**config.mk**
```make
export PLATFORM = sky130hd
export DESIGN_NAME = wdc_watchdog
export DESIGN_NICKNAME = d
export VERILOG_FILES = /design/src/common/wdc_pkg.sv /design/src/common/wdc_tick_if.sv /design/src/wdc_postscaler.sv /design/src/wdc_watchdog.sv
export SDC_FILE = /design/constraint.sdc
export NUM_CORES = 1
export LEC_CHECK = 0
export ABC_AREA = 1
export ABC_CLOCK_PERIOD_IN_PS = 4500
export BUFFER_PORTS_ARGS = -buffer_cell sky130_fd_sc_hd__buf_2
export CORE_ASPECT_RATIO = 0.9
export CORE_MARGIN = 2
export CORE_UTILIZATION = 42
export CTS_CLUSTER_DIAMETER = 120
export CTS_CLUSTER_SIZE = 20
export DETAILED_ROUTE_END_ITERATION = 10
export GPL_TIMING_DRIVEN = 0
export HOLD_SLACK_MARGIN = 0.15
export SLEW_MARGIN = 20
export SYNTH_ARGS = -nofsm -noshare
export SYNTH_HDL_FRONTEND = slang
export SYNTH_SLANG_ARGS = --single-unit
```
**constraint.sdc**
```tcl
create_clock -name clk -period 4.5 [get_ports clk]
set_clock_uncertainty 0.2 [all_clocks]
set_input_delay 0.9 -clock clk [delete_from_list [all_inputs] [get_ports clk]]
set_output_delay 0.9 -clock clk [all_outputs]
set_load 0.1 [all_outputs]
```
**src/common/wdc_pkg.sv**
```systemverilog
/*
 * Shared constants for the watchdog control block: register offset,
 * field positions, reset values and timing figures.
 * Assumes a 32-bit plain register port with a byte address.
 */
`default_nettype none

package wdc_pkg;

    // Register map
    localparam logic [7:0] CONTROL_OFFSET = 8'h00;  // Control word offset

    // Field positions in the control word
    localparam int RUN_BIT = 15;            // Run control
    localparam int SHADOW_HI = 6;           // Shadow postscale top bit
    localparam int SHADOW_LO = 2;           // Shadow postscale low bit
    localparam int WINDOW_BIT = 1;          // Window enable
    localparam int CLEAR_BIT = 0;           // Count clear strobe

    // Postscale range
    localparam logic [4:0] POSTSCALE_MAX = 5'h14;   // Largest code, 1:1048576

    // Values after reset
    localparam logic RUN_RESET = 1'h0;      // Software enable off
    localparam logic WINDOW_RESET = 1'h0;   // Non-windowed
    localparam logic [31:0] READ_RESET = 32'h0000_0000;  // Read data idle

    // Timer figures
    localparam int BASE_TICK_CYCLES = 200;  // Clock cycles per base tick
    localparam int TIMEOUT_TICKS = 1024;    // Postscaled ticks to expiry
    localparam int WINDOW_TICKS = 768;      // Clears before this are early
    localparam int RESET_PULSE_CYCLES = 4;  // Reset request length

endpackage : wdc_pkg

`default_nettype wire

```
**src/common/wdc_tick_if.sv**
```systemverilog
/*
 * Interface between the control block and its postscaler.
 * Assumes both ends run on the same clock.
 */
`timescale 1ns/1ps
`default_nettype none

interface wdc_tick_if;
    logic run;           // Watchdog running
    logic restart;       // Restart postscaler count
    logic [4:0] code;    // Postscale code
    logic tick;          // One postscaled tick

    // Control side
    modport ctrl (output run, output restart, output code, input tick);
    // Postscaler side
    modport scaler (input run, input restart, input code, output tick);
endinterface : wdc_tick_if

`default_nettype wire

```
**src/wdc_postscaler.sv**
```systemverilog
/*
 * Postscaler: divides a base tick by two raised to the shadow code.
 * Assumes the control block drives run, restart and code on clk.
 */
`timescale 1ns/1ps
`default_nettype none

module wdc_postscaler #(
    parameter int BASE_CYCLES = wdc_pkg::BASE_TICK_CYCLES
) (
    // Clock and reset
    input wire logic clk,
    input wire logic reset_n,
    // Control side
    wdc_tick_if.scaler tk
);

    // Refuse a base divider the counter cannot serve, at elaboration
    if (BASE_CYCLES < 1)
    begin : g_bad_base
        $error("BASE_CYCLES must be at least 1");
    end

    localparam int BW = $clog2(BASE_CYCLES + 1);

    logic [BW-1:0] base_count;       // Base divider
    logic [BW-1:0] next_base_count;
    logic [20:0] post_count;         // Postscale counter
    logic [20:0] next_post_count;
    logic tick;                      // Registered tick
    logic next_tick;
    logic [4:0] eff_code;            // Clamped code

    ////////////////////////////////////////////////////////////////////////
    // Next state
    always_comb
    begin
        // Codes beyond the top behave as the top
        eff_code = (tk.code > wdc_pkg::POSTSCALE_MAX) ? wdc_pkg::POSTSCALE_MAX
                                                     : tk.code;
        next_base_count = base_count;
        next_post_count = post_count;
        next_tick = 1'b0;
        if (!tk.run || tk.restart)
        begin
            // Stopped or cleared: start from zero
            next_base_count = '0;
            next_post_count = '0;
        end
        else if (base_count == BW'(BASE_CYCLES - 1))
        begin
            next_base_count = '0;
            // Divide by two to the code
            if (post_count >= ((21'h1 << eff_code) - 21'h1))
            begin
                next_post_count = '0;
                next_tick = 1'b1;
            end
            else
            begin
                next_post_count = post_count + 21'h1;
            end
        end
        else
        begin
            next_base_count = base_count + BW'(1);
        end
    end

    // Registers
    always_ff @(posedge clk or negedge reset_n)
    begin
        if (!reset_n)
        begin
            base_count <= '0;
            post_count <= '0;
            tick <= 1'b0;
        end
        else
        begin
            base_count <= next_base_count;
            post_count <= next_post_count;
            tick <= next_tick;
        end
    end

    assign tk.tick = tick;

    // Tick only while running
    a_tick_needs_run: assert property (@(posedge clk) disable iff (!reset_n)
        tick |-> $past(tk.run)) else $error("tick while stopped");

endmodule : wdc_postscaler

`default_nettype wire

```
**src/wdc_watchdog.sv**
```systemverilog
/*
 * Watchdog control register and timeout counter.
 * Assumes the configuration word is stable and arrives from another
 * domain; software uses a plain one-cycle register port.
 */
`timescale 1ns/1ps
`default_nettype none

module wdc_watchdog #(
    parameter int BASE_CYCLES = wdc_pkg::BASE_TICK_CYCLES,
    parameter int TIMEOUT = wdc_pkg::TIMEOUT_TICKS,
    parameter int WINDOW = wdc_pkg::WINDOW_TICKS
) (
    // Clock and reset
    input wire logic clk,
    input wire logic reset_n,
    // Register port
    input wire logic [7:0] reg_addr,
    input wire logic [31:0] reg_wdata,
    input wire logic reg_write,
    input wire logic reg_read,
    output logic [31:0] reg_rdata,
    // Configuration word
    input wire logic config_watchdog_enable,
    input wire logic config_window_disable,
    input wire logic [4:0] config_postscale,
    // Watchdog outputs
    output logic reset_request,
    output logic running
);

    // Refuse counts the logic cannot serve, at elaboration
    if (TIMEOUT < 2 || WINDOW < 1 || WINDOW >= TIMEOUT)
    begin : g_bad_counts
        $error("watchdog counts out of range");
    end

    localparam int TW = $clog2(TIMEOUT + 1);
    localparam logic [TW-1:0] LAST = TW'(TIMEOUT - 1);
    localparam logic [TW-1:0] OPEN = TW'(WINDOW);
    localparam logic [2:0] PULSE_LAST = 3'(wdc_pkg::RESET_PULSE_CYCLES - 1);

    typedef enum logic [1:0] {
        WDC_LOAD = 2'b00,   // Catch configuration after reset
        WDC_RUN = 2'b01,    // Normal operation
        WDC_FIRE = 2'b10    // Holding reset request
    } wdc_state_t;

    // Synchronisers for configuration inputs
    logic [6:0] cfg_meta;            // First stage
    logic [6:0] cfg_sync;            // Second stage

    // Control state
    wdc_state_t state, next_state;
    logic sw_run, next_sw_run;               // Software enable
    logic window_en, next_window_en;         // Window enable
    logic [4:0] shadow, next_shadow;         // Shadow postscale
    logic [TW-1:0] count, next_count;        // Postscaled tick count
    logic [2:0] pulse, next_pulse;           // Reset pulse length
    logic [31:0] rdata, next_rdata;          // Read data
    logic req, next_req;                     // Reset request
    logic run_q, next_run_q;                 // Running flag
    logic clear_now;                         // Clear strobe this cycle
    logic wr_ctrl;                           // Write to control word

    wdc_tick_if tk ();

    // Control word decode, used for reads and writes
    function automatic logic hit(input logic [7:0] a);
        hit = (a == wdc_pkg::CONTROL_OFFSET);
    endfunction : hit

    ////////////////////////////////////////////////////////////////////////
    // Configuration synchroniser: pins are from outside clk
    // Kept out of reset so it goes on sampling while reset is held;
    // otherwise the shadow would load zeros at the first edge after release
    always_ff @(posedge clk)
    begin
        cfg_meta <= {config_watchdog_enable, config_window_disable,
                     config_postscale};
        cfg_sync <= cfg_meta;
    end

    ////////////////////////////////////////////////////////////////////////
    // Control next state
    always_comb
    begin
        wr_ctrl = reg_write && hit(reg_addr);
        clear_now = wr_ctrl && reg_wdata[wdc_pkg::CLEAR_BIT];
        next_state = state;
        next_sw_run = sw_run;
        next_window_en = window_en;
        next_shadow = shadow;
        next_count = count;
        next_pulse = pulse;
        next_req = 1'b0;
        case (state)
            WDC_LOAD:
            begin
                // Shadow caught once synchronised config is settled
                next_shadow = cfg_sync[4:0];
                next_window_en = ~cfg_sync[5];
                next_count = '0;
                next_state = WDC_RUN;
            end
            WDC_RUN:
            begin
                if (wr_ctrl)
                begin
                    // Write sets or clears the software enable and the window enable
                    next_sw_run = reg_wdata[wdc_pkg::RUN_BIT];
                    next_window_en = reg_wdata[wdc_pkg::WINDOW_BIT];
                end
                if (!run_q || clear_now)
                begin
                    // Early clear in windowed mode is a violation
                    if (run_q && clear_now && window_en && count < OPEN)
                    begin
                        next_state = WDC_FIRE;
                        next_pulse = '0;
                        next_req = 1'b1;
                    end
                    next_count = '0;
                end
                else if (tk.tick)
                begin
                    if (count == LAST)
                    begin
                        next_state = WDC_FIRE;
                        next_pulse = '0;
                        next_req = 1'b1;
                        next_count = '0;
                    end
                    else
                    begin
                        next_count = count + TW'(1);
                    end
                end
            end
            WDC_FIRE:
            begin
                // Hold request a fixed number of cycles
                next_req = (pulse != PULSE_LAST);
                next_pulse = pulse + 3'h1;
                if (pulse == PULSE_LAST)
                begin
                    next_state = WDC_LOAD;
                    next_sw_run = wdc_pkg::RUN_RESET;
                end
            end
            default:
            begin
                next_state = WDC_LOAD;
            end
        endcase
        // Config enable cannot be turned off by software
        next_run_q = cfg_sync[6] || next_sw_run;
        // Read data: only defined fields, zero elsewhere
        next_rdata = '0;
        if (reg_read && hit(reg_addr))
        begin
            next_rdata[wdc_pkg::RUN_BIT] = run_q;
            next_rdata[wdc_pkg::SHADOW_HI:wdc_pkg::SHADOW_LO] = shadow;
            next_rdata[wdc_pkg::WINDOW_BIT] = window_en;
        end
    end

    // Control registers
    always_ff @(posedge clk or negedge reset_n)
    begin
        if (!reset_n)
        begin
            state <= WDC_LOAD;
            sw_run <= wdc_pkg::RUN_RESET;
            window_en <= wdc_pkg::WINDOW_RESET;
            shadow <= '0;
            count <= '0;
            pulse <= '0;
            rdata <= wdc_pkg::READ_RESET;
            req <= 1'b0;
            run_q <= 1'b0;
        end
        else
        begin
            state <= next_state;
            sw_run <= next_sw_run;
            window_en <= next_window_en;
            shadow <= next_shadow;
            count <= next_count;
            pulse <= next_pulse;
            rdata <= next_rdata;
            req <= next_req;
            run_q <= next_run_q;
        end
    end

    ////////////////////////////////////////////////////////////////////////
    // Postscaler
    assign tk.run = run_q && (state == WDC_RUN);
    assign tk.restart = clear_now;
    assign tk.code = shadow;

    wdc_postscaler #(.BASE_CYCLES(BASE_CYCLES)) u_scaler (
        .clk(clk),
        .reset_n(reset_n),
        .tk(tk)
    );

    assign reg_rdata = rdata;
    assign reset_request = req;
    assign running = run_q;

    ////////////////////////////////////////////////////////////////////////
    // Checks
    a_run_set_start: assert property (@(posedge clk) disable iff (!reset_n)
        (state == WDC_RUN && wr_ctrl && reg_wdata[15]) |=> running)
        else $error("run write did not start");
    a_config_holds_run: assert property (@(posedge clk) disable iff (!reset_n)
        cfg_sync[6] |=> running)
        else $error("config enable not honoured");
    a_sw_stop_only: assert property (@(posedge clk) disable iff (!reset_n)
        (state == WDC_RUN && wr_ctrl && !reg_wdata[15] && !cfg_sync[6]
         && $stable(cfg_sync[6])) |=> !running)
        else $error("software stop failed");
    a_read_run_bit: assert property (@(posedge clk) disable iff (!reset_n)
        (reg_read && hit(reg_addr)) |=> reg_rdata[15] == $past(run_q))
        else $error("run bit readback wrong");
    a_read_zero_bits: assert property (@(posedge clk) disable iff (!reset_n)
        reg_rdata[31:16] == 16'h0000 && reg_rdata[14:7] == 8'h00)
        else $error("unimplemented bits not zero");
    a_shadow_load: assert property (@(posedge clk) disable iff (!reset_n)
        (state == WDC_LOAD) |=> shadow == $past(cfg_sync[4:0]))
        else $error("shadow not loaded");
    a_clear_restart: assert property (@(posedge clk) disable iff (!reset_n)
        (state == WDC_RUN && clear_now) |=> count == '0)
        else $error("clear did not restart");
    a_window_write: assert property (@(posedge clk) disable iff (!reset_n)
        (state == WDC_RUN && wr_ctrl) |=> window_en == $past(reg_wdata[1]))
        else $error("window enable not stored");
    a_expiry_fires: assert property (@(posedge clk) disable iff (!reset_n)
        (state == WDC_RUN && run_q && !clear_now && tk.tick && count == LAST)
        |=> reset_request [*4])
        else $error("expiry did not request reset");

endmodule : wdc_watchdog

`default_nettype wire

```
# Yosys cells after proc, flatten, opt, wreduce, memory -nomap -nowiden

Cells that the tools add are included.

Memories: 0
RAM bits: 0
Input port bits: 51
Bits in registers: 76
Bits in read-only memories: 0
Bits in latches: 0
Output and inout bits: 34

Bitwise operators: 1
Multipliers: 0
Equality and inequality tests: 11
$lt $le $gt $ge: 3
Reductions and logical operators: 21
Mux-type cells: 36
Shift-type cells: 1
$add $sub $neg: 5
Div/mod/pow operators: 0

Operator list:

| cell                                                  | count |
|---|---|
| two-way mux 21 bit                                    | 3 |
| two-way mux 11 bit                                    | 3 |
| one-hot mux 11 bit (2 select lines)                   | 1 |
| adder 21 x 1 -> 21 bit, second input constant         | 1 |
| greater-or-equal comparator 21 bit                    | 1 |
| << shifter 1 x 5 -> 21 bit, first input constant      | 1 |
| subtractor 21 x 1 -> 21 bit, second input constant    | 1 |
| two-way mux 8 bit                                     | 2 |
| two-way mux 3 bit                                     | 4 |
| adder 11 x 1 -> 11 bit, second input constant         | 1 |
| equality test 11 x 10 -> 1 bit, second input constant | 1 |
| < comparator 11 x 10 -> 1 bit, second input constant  | 1 |
| two-way mux 1 bit                                     | 11 |
| two-way mux 2 bit                                     | 5 |
| adder 8 x 1 -> 8 bit, second input constant           | 1 |
| equality test 8 bit, second input constant            | 1 |
| zero test 8 bit                                       | 1 |
| AND reduction 4 bit                                   | 2 |
| logical AND 1 bit                                     | 7 |
| two-way mux 6 bit                                     | 1 |
| != test 3 x 2 -> 1 bit, second input constant         | 2 |
| != test 3 bit, second input constant                  | 2 |
| one-hot mux 1 bit (2 select lines)                    | 3 |
| one-hot mux 2 bit (3 select lines)                    | 1 |
| 14 further kinds                                      | 21 |

# Depth between registers and ports, before layout

Word-level depth: 9
Depth in mapped cells: 26

# Hierarchy

From an unflattened synthesis, not the netlist that was laid out.

Cells, all modules: 719
Area, all modules: 5154.9 um2

By module, submodules not included:

| module         | area an instance (um2) | instances | cells each |
|---|---|---|---|
| wdc_postscaler | 2900.3                 | 1         | 447 |
| wdc_watchdog   | 2254.7                 | 1         | 272 |

# Worst setup path after synthesis

No wires, ideal clock.

Path type: register -> register
Start: register shadow[2]
End: register u_scaler.post_count[14]
Cell stages (with the launch flop): 27
Required time: 4.228 ns
Data arrival time: 2.912 ns
Buffers on the path: 1
Library setup time: 0.072 ns
Clock period less this slack: 3.184 ns
Slack: 1.316 ns
Path through: dfrtp_1 > buf_6 > inv_2 > nor2_4 > nand2_1 > nand2_2 > nand2_1 > inv_2 > nand2_1 > inv_1 > nand2_1 > ha_1 > nand3_2 > nor2_2 > nand2_1 > nand2_1 > nand2_1 > ha_1 > nand2_1 > nand2_1 > nand2_1 > nand2_1 > a21oi_1 > nand4_2 > nor2_2 > nor2_4 > nor2_1

Word-level cells in the longest chain between the ends: 8

RTL lines:

| what                                   | line                 | source |
|---|---|---|
| start, declared                        | wdc_watchdog.sv:57   | `logic [4:0] shadow, next_shadow;` |
| start signal, assigned                 | wdc_watchdog.sv:188  | `shadow <= next_shadow;` |
| greater-than comparator 5 bit          | wdc_postscaler.sv:39 | `eff_code = (tk.code > wdc_pkg::POSTSCALE_MAX) ? wdc_pkg::POSTSCALE_MAX` |
| two-way mux 5 bit (*)                  | wdc_postscaler.sv:39 |  |
| << shifter 1 x 5 -> 21 bit (*)         | wdc_postscaler.sv:54 | `if (post_count >= ((21'h1 << eff_code) - 21'h1))` |
| subtractor 21 x 1 -> 21 bit (*)        | wdc_postscaler.sv:54 |  |
| greater-or-equal comparator 21 bit (*) | wdc_postscaler.sv:54 |  |
| two-way mux 21 bit (*)                 | wdc_postscaler.sv:54 |  |
| two-way mux 21 bit (*)                 | wdc_postscaler.sv:50 | `else if (base_count == BW'(BASE_CYCLES - 1))` |
| two-way mux 21 bit (*)                 | wdc_postscaler.sv:44 | `if (!tk.run \|\| tk.restart)` |
| end signal, assigned                   | wdc_postscaler.sv:82 | `post_count <= next_post_count;` |
| end, declared                          | wdc_postscaler.sv:28 | `logic [20:0] post_count;` |

Every way passes the cells marked *; elsewhere a longest branch is shown, timed or not. The select of a mux whose other input is x is not followed.
A chain may end at the register's enable or synchronous reset.

# Worst setup path in the final report

Start: register shadow[2]
End: register u_scaler.post_count[4]

The elaborated chain is that of the path after synthesis.

==> impl_results.html <==
<table>
<tr><th>Metric</th><th>Value</th></tr>
<tr><th colspan="2">STA</th></tr>
<tr><td>RSZ-0062 raised after global routing</td><td>false</td></tr>
<tr><td>Final worst setup slack</td><td>0.583 ns</td></tr>
<tr><td>Slew at the pin closest to its max-slew limit</td><td>0.515 ns</td></tr>
<tr><td>Relative slew slack</td><td>65.3%</td></tr>
<tr><td>Achievable frequency</td><td>255 MHz</td></tr>
<tr><td>Share of the clock period used by the worst path</td><td>87.1%</td></tr>
<tr><td>Clock period minus worst slack</td><td>3.92 ns</td></tr>
<tr><td>Final setup violating endpoints</td><td>0</td></tr>
<tr><td>Total negative setup slack</td><td>0 ns</td></tr>
<tr><td>Hold violation count in the final report</td><td>0</td></tr>
<tr><td>Smallest hold slack</td><td>0.145 ns</td></tr>
<tr><td>Number of slew-limit violations in the final report</td><td>0</td></tr>
<tr><th colspan="2">Logic synthesis</th></tr>
<tr><td>Number of synthesized register bits</td><td>76</td></tr>
<tr><td>Sequential share of the synthesized area</td><td>36.8%</td></tr>
<tr><td>Commonest register cell after synthesis</td><td>dfrtp_1</td></tr>
<tr><td>Asr flop ratio synth</td><td>81.6%</td></tr>
<tr><td>Netlist area before placement</td><td>4980 um2</td></tr>
<tr><td>Syn_area_per_cell</td><td>7.45 um2</td></tr>
<tr><td>YS warnings</td><td>0</td></tr>
<tr><td>Distinct cell type count of the synthesized netlist</td><td>42</td></tr>
<tr><td>Top cells by area in the synthesized netlist</td><td>dfrtp_1 31%, nand2_1 13%, ha_1 7.5%, nor2_1 6.6%, dfxtp_1 5.6%</td></tr>
<tr><td>Number of flops mapped to enable cells by yosys</td><td>0</td></tr>
<tr><td>Number of cells produced by synthesis</td><td>668</td></tr>
<tr><td>Library cell occupying the most area in the post-synthesis netlist</td><td>dfrtp_1</td></tr>
<tr><td>Proportion of netlist area held by the largest area contributor</td><td>31.2%</td></tr>
<tr><th colspan="2">Final layout</th></tr>
<tr><td>Fin nets</td><td>821</td></tr>
<tr><td>Fraction of layout instances using a drive strength above 1</td><td>15.6%</td></tr>
<tr><td>Most used cells in the layout excluding fill and tap cells</td><td>177 x nand2_1, 87 x nor2_1, 72 x inv_1, 62 x dfrtp_1, 45 x nand3_1</td></tr>
<tr><td>Area growth, synth to finish</td><td>16.6%</td></tr>
<tr><td>Combined area of the multi-input logic cells</td><td>2680 um2</td></tr>
<tr><td>Final standard cell count with taps included and fillers excluded</td><td>901</td></tr>
<tr><td>Most common library cell in the layout ignoring fill and taps</td><td>nand2_1</td></tr>
<tr><td>Fill count</td><td>1137</td></tr>
<tr><td>Number of diodes added for antenna fixing</td><td>0</td></tr>
<tr><td>Utilization of the core after routing</td><td>50.6%</td></tr>
<tr><td>Area used by sequential logic in the layout</td><td>1830 um2</td></tr>
<tr><th colspan="2">Clock network</th></tr>
<tr><td>Clock latency of the later-clocked register in the worst-skew pair</td><td>0.34 ns</td></tr>
<tr><td>Post-cts resize count</td><td>0</td></tr>
<tr><td>Clock slew seen by the registers of the worst setup and hold paths</td><td>0.07 ns</td></tr>
<tr><td>CTS Buf Count</td><td>9</td></tr>
<tr><td>Master cell of the clock root buffer</td><td>clkbuf_16</td></tr>
<tr><td>TritonCTS clock tree</td><td>done</td></tr>
<tr><td>Number of sinks on the clock net</td><td>76</td></tr>
<tr><td>Deepest clock path buffer count</td><td>2</td></tr>
<tr><td>Number of H-tree levels</td><td>3</td></tr>
<tr><th colspan="2">Critical path</th></tr>
<tr><td>Critical path fanouts, max</td><td>10</td></tr>
<tr><td>Data arrival at the endpoint of the critical path</td><td>3.99 ns</td></tr>
<tr><td>Setup CP Type</td><td>reg -&gt; reg</td></tr>
<tr><td>Endpoint required time on the critical path</td><td>4.57 ns</td></tr>
<tr><td>Path depth of the worst reg2reg path</td><td>25</td></tr>
<tr><td>Register-to-Register Setup Slack</td><td>0.58 ns</td></tr>
<tr><td>Element type at the critical path end</td><td>register</td></tr>
<tr><td>Worst reg2reg endpoint</td><td>u_scaler.post_count[4]</td></tr>
<tr><td>Launch instance of the worst register-to-register path</td><td>shadow[2]</td></tr>
<tr><td>Kind of launch point of the worst setup path</td><td>register</td></tr>
<tr><th colspan="2">Floorplanning</th></tr>
<tr><td>Initial standard-cell utilization of the core</td><td>43.4%</td></tr>
<tr><td>DIE HEIGHT</td><td>107 um</td></tr>
<tr><td>Total number of placement rows</td><td>37</td></tr>
<tr><td>Core Box Area</td><td>11500 um2</td></tr>
<tr><td>I/O pin cnt</td><td>85</td></tr>
<tr><td>Horizontal extent of the die</td><td>119 um</td></tr>
<tr><td>Die Footprint</td><td>12700 um2</td></tr>
<tr><th colspan="2">Placed design</th></tr>
<tr><td>Routability cong.</td><td>0.896</td></tr>
<tr><td>Number of placed cells counting well taps</td><td>879</td></tr>
<tr><td>Half-perimeter wire length after detailed placement</td><td>8400 um</td></tr>
<tr><td>Port buffer count</td><td>30</td></tr>
<tr><td>Worst slack at placement</td><td>0.662 ns</td></tr>
<tr><th colspan="2">Drt</th></tr>
<tr><td>First-iteration detailed-routing DRC count</td><td>245</td></tr>
<tr><td>Remaining antenna violation count after routing</td><td>0</td></tr>
<tr><td>Aggregate routed wire length</td><td>10800 um</td></tr>
<tr><td>Number of DRC violations after detailed routing</td><td>0</td></tr>
<tr><td>Number of vias after detailed routing</td><td>4311</td></tr>
<tr><td>Number of iterations in the first detailed-routing pass</td><td>5</td></tr>
<tr><td>Routed length per instance</td><td>12.0 um</td></tr>
<tr><td>Via density per instance</td><td>4.78</td></tr>
<tr><th colspan="2">Pwr</th></tr>
<tr><td>Worst VDD drop</td><td>331 uV</td></tr>
<tr><td>LEAKAGE</td><td>2.98 nW</td></tr>
<tr><td>Power per cell area</td><td>534 nW/um2</td></tr>
<tr><th colspan="2">Flow run</th></tr>
<tr><td>Max-capacitance violation count</td><td>0</td></tr>
<tr><th colspan="2">Global routing</th></tr>
<tr><td>Antenna violations before repair</td><td>0</td></tr>
<tr><td>Vias in the first global route</td><td>4051</td></tr>
<tr><td>Maximum number of pins on one net before global-route repair</td><td>57</td></tr>
<tr><td>GRT Util Overall</td><td>18.0%</td></tr>
<tr><td>Residual overflow from global routing</td><td>0</td></tr>
<tr><td>Global-route wire length before repair</td><td>18600 um</td></tr>
<tr><th colspan="2">Run status</th></tr>
<tr><td>Result of the run</td><td>finished clean</td></tr>
<tr><th colspan="2">Worst hold path</th></tr>
<tr><td>Hold Path Origin</td><td>cfg_meta[4]</td></tr>
<tr><td>Class of the tightest hold or removal check</td><td>reg -&gt; reg</td></tr>
<tr><td>Endpoint of the worst hold-timing path</td><td>cfg_sync[4]</td></tr>
<tr><td>Min-Delay Path Depth</td><td>0</td></tr>
</table>
[power by group]
part	internal, mW	leakage, nW	total [mW]	switching (mW)
combinational	0.496	1.87	1.58	1.08
clock	0.394	0.148	0.718	0.324
sequential	0.752	0.965	0.800	0.0480
[worst max path at each step]
stage | start | endpoint | slack [ns] | depth (start not counted)
floorplan | shadow[2] | u_scaler.post_count[14] | 1.32 | 26
global placement | shadow[2] | u_scaler.post_count[15] | 0.75 | 26
detailed placement | shadow[2] | u_scaler.post_count[4] | 0.66 | 25
CTS | shadow[2] | u_scaler.post_count[4] | 0.65 | 25
global route | shadow[2] | u_scaler.post_count[5] | 0.27 | 25
finish | shadow[2] | u_scaler.post_count[4] | 0.58 | 25
[per-stage QoR]
step	power [mW]	area, um2
floorplan	2.03	5070
global placement	2.34	5420
detailed placement	2.39	5450
CTS	3.12	5800
global route	3.36	5800
finish	3.10	5800
[registers in the layout, indices dropped and copies added, names as in the netlist]
register             flops
cfg_meta                 7
cfg_sync                 7
count                   11
pulse                    3
reg_rdata                7
reset_request            1
running                  1
shadow                   5
state                    2
sw_run                   1
u_scaler.base_count      8
u_scaler.post_count     21
u_scaler.tk.tick         1
window_en                1
[critical path, stage by stage, from the launching register on]
cell     delay (ns)
dfrtp_1        0.40
buf_6          0.15
inv_2          0.16
nor2_4         0.06
nand2_1        0.07
nand2_2        0.07
nand2_1        0.07
inv_2          0.05
nand2_1        0.07
inv_1          0.04
nand2_1        0.06
ha_1           0.22
nand2_1        0.08
nor2_1         0.19
nand2_1        0.10
xor2_1         0.16
ha_1           0.31
nand2_1        0.10
inv_1          0.06
nand2_1        0.07
nand2_1        0.05
a21oi_1        0.18
nand4_2        0.29
nor2_2         0.37
nor2_4         0.13
nor2_1         0.11
[final cells by class]
class	instances	share of cell area [%]
multi-input combinational	504	46.2
tap	156	3.36
clock buffer	9	3.88
clock inverter	7	1.27
sequential	76	31.6
inverter	75	4.94
buffer	37	4.70
timing repair buffer	37	4.14
[synth_stat cells, drive strengths merged, types with 14 or more instances]
library cell	instances
dfxtp	14
inv	75
buf	33
nor2	98
xor2	25
dfrtp	62
o21ai	29
nand2	183
a21oi	15
nand3	52
ha	30
nand4	22
[kinds of logic after synthesis]
logic type | share of synthesized area (%)
buffers and inverters | 11.2
xor gates and xnor gates | 4.75
other | 0.0753
adders and majority gates | 7.54
DFF | 36.8
AOI/OAI and AO/OA | 5.73
and+or+nand+nor | 33.9
[layer usage]
metal	vias up	GRT usage (%)	share of wire [%]	wire, um
met2	127	28.2	44	4760
li1	2240	-	-	-
met1	1933	24.9	49	5300
met5	-	0	0	0
met3	11	4.45	5.9	639
met4	0	4.59	0.94	102
[what timing repair did]
item | in CTS | in global routing
buffers inserted | 0 | 0
hold endpoints to repair | 6 | 0
hold buffers | 6 | 0
No activity file was read; power rests on OpenSTA's default activity.
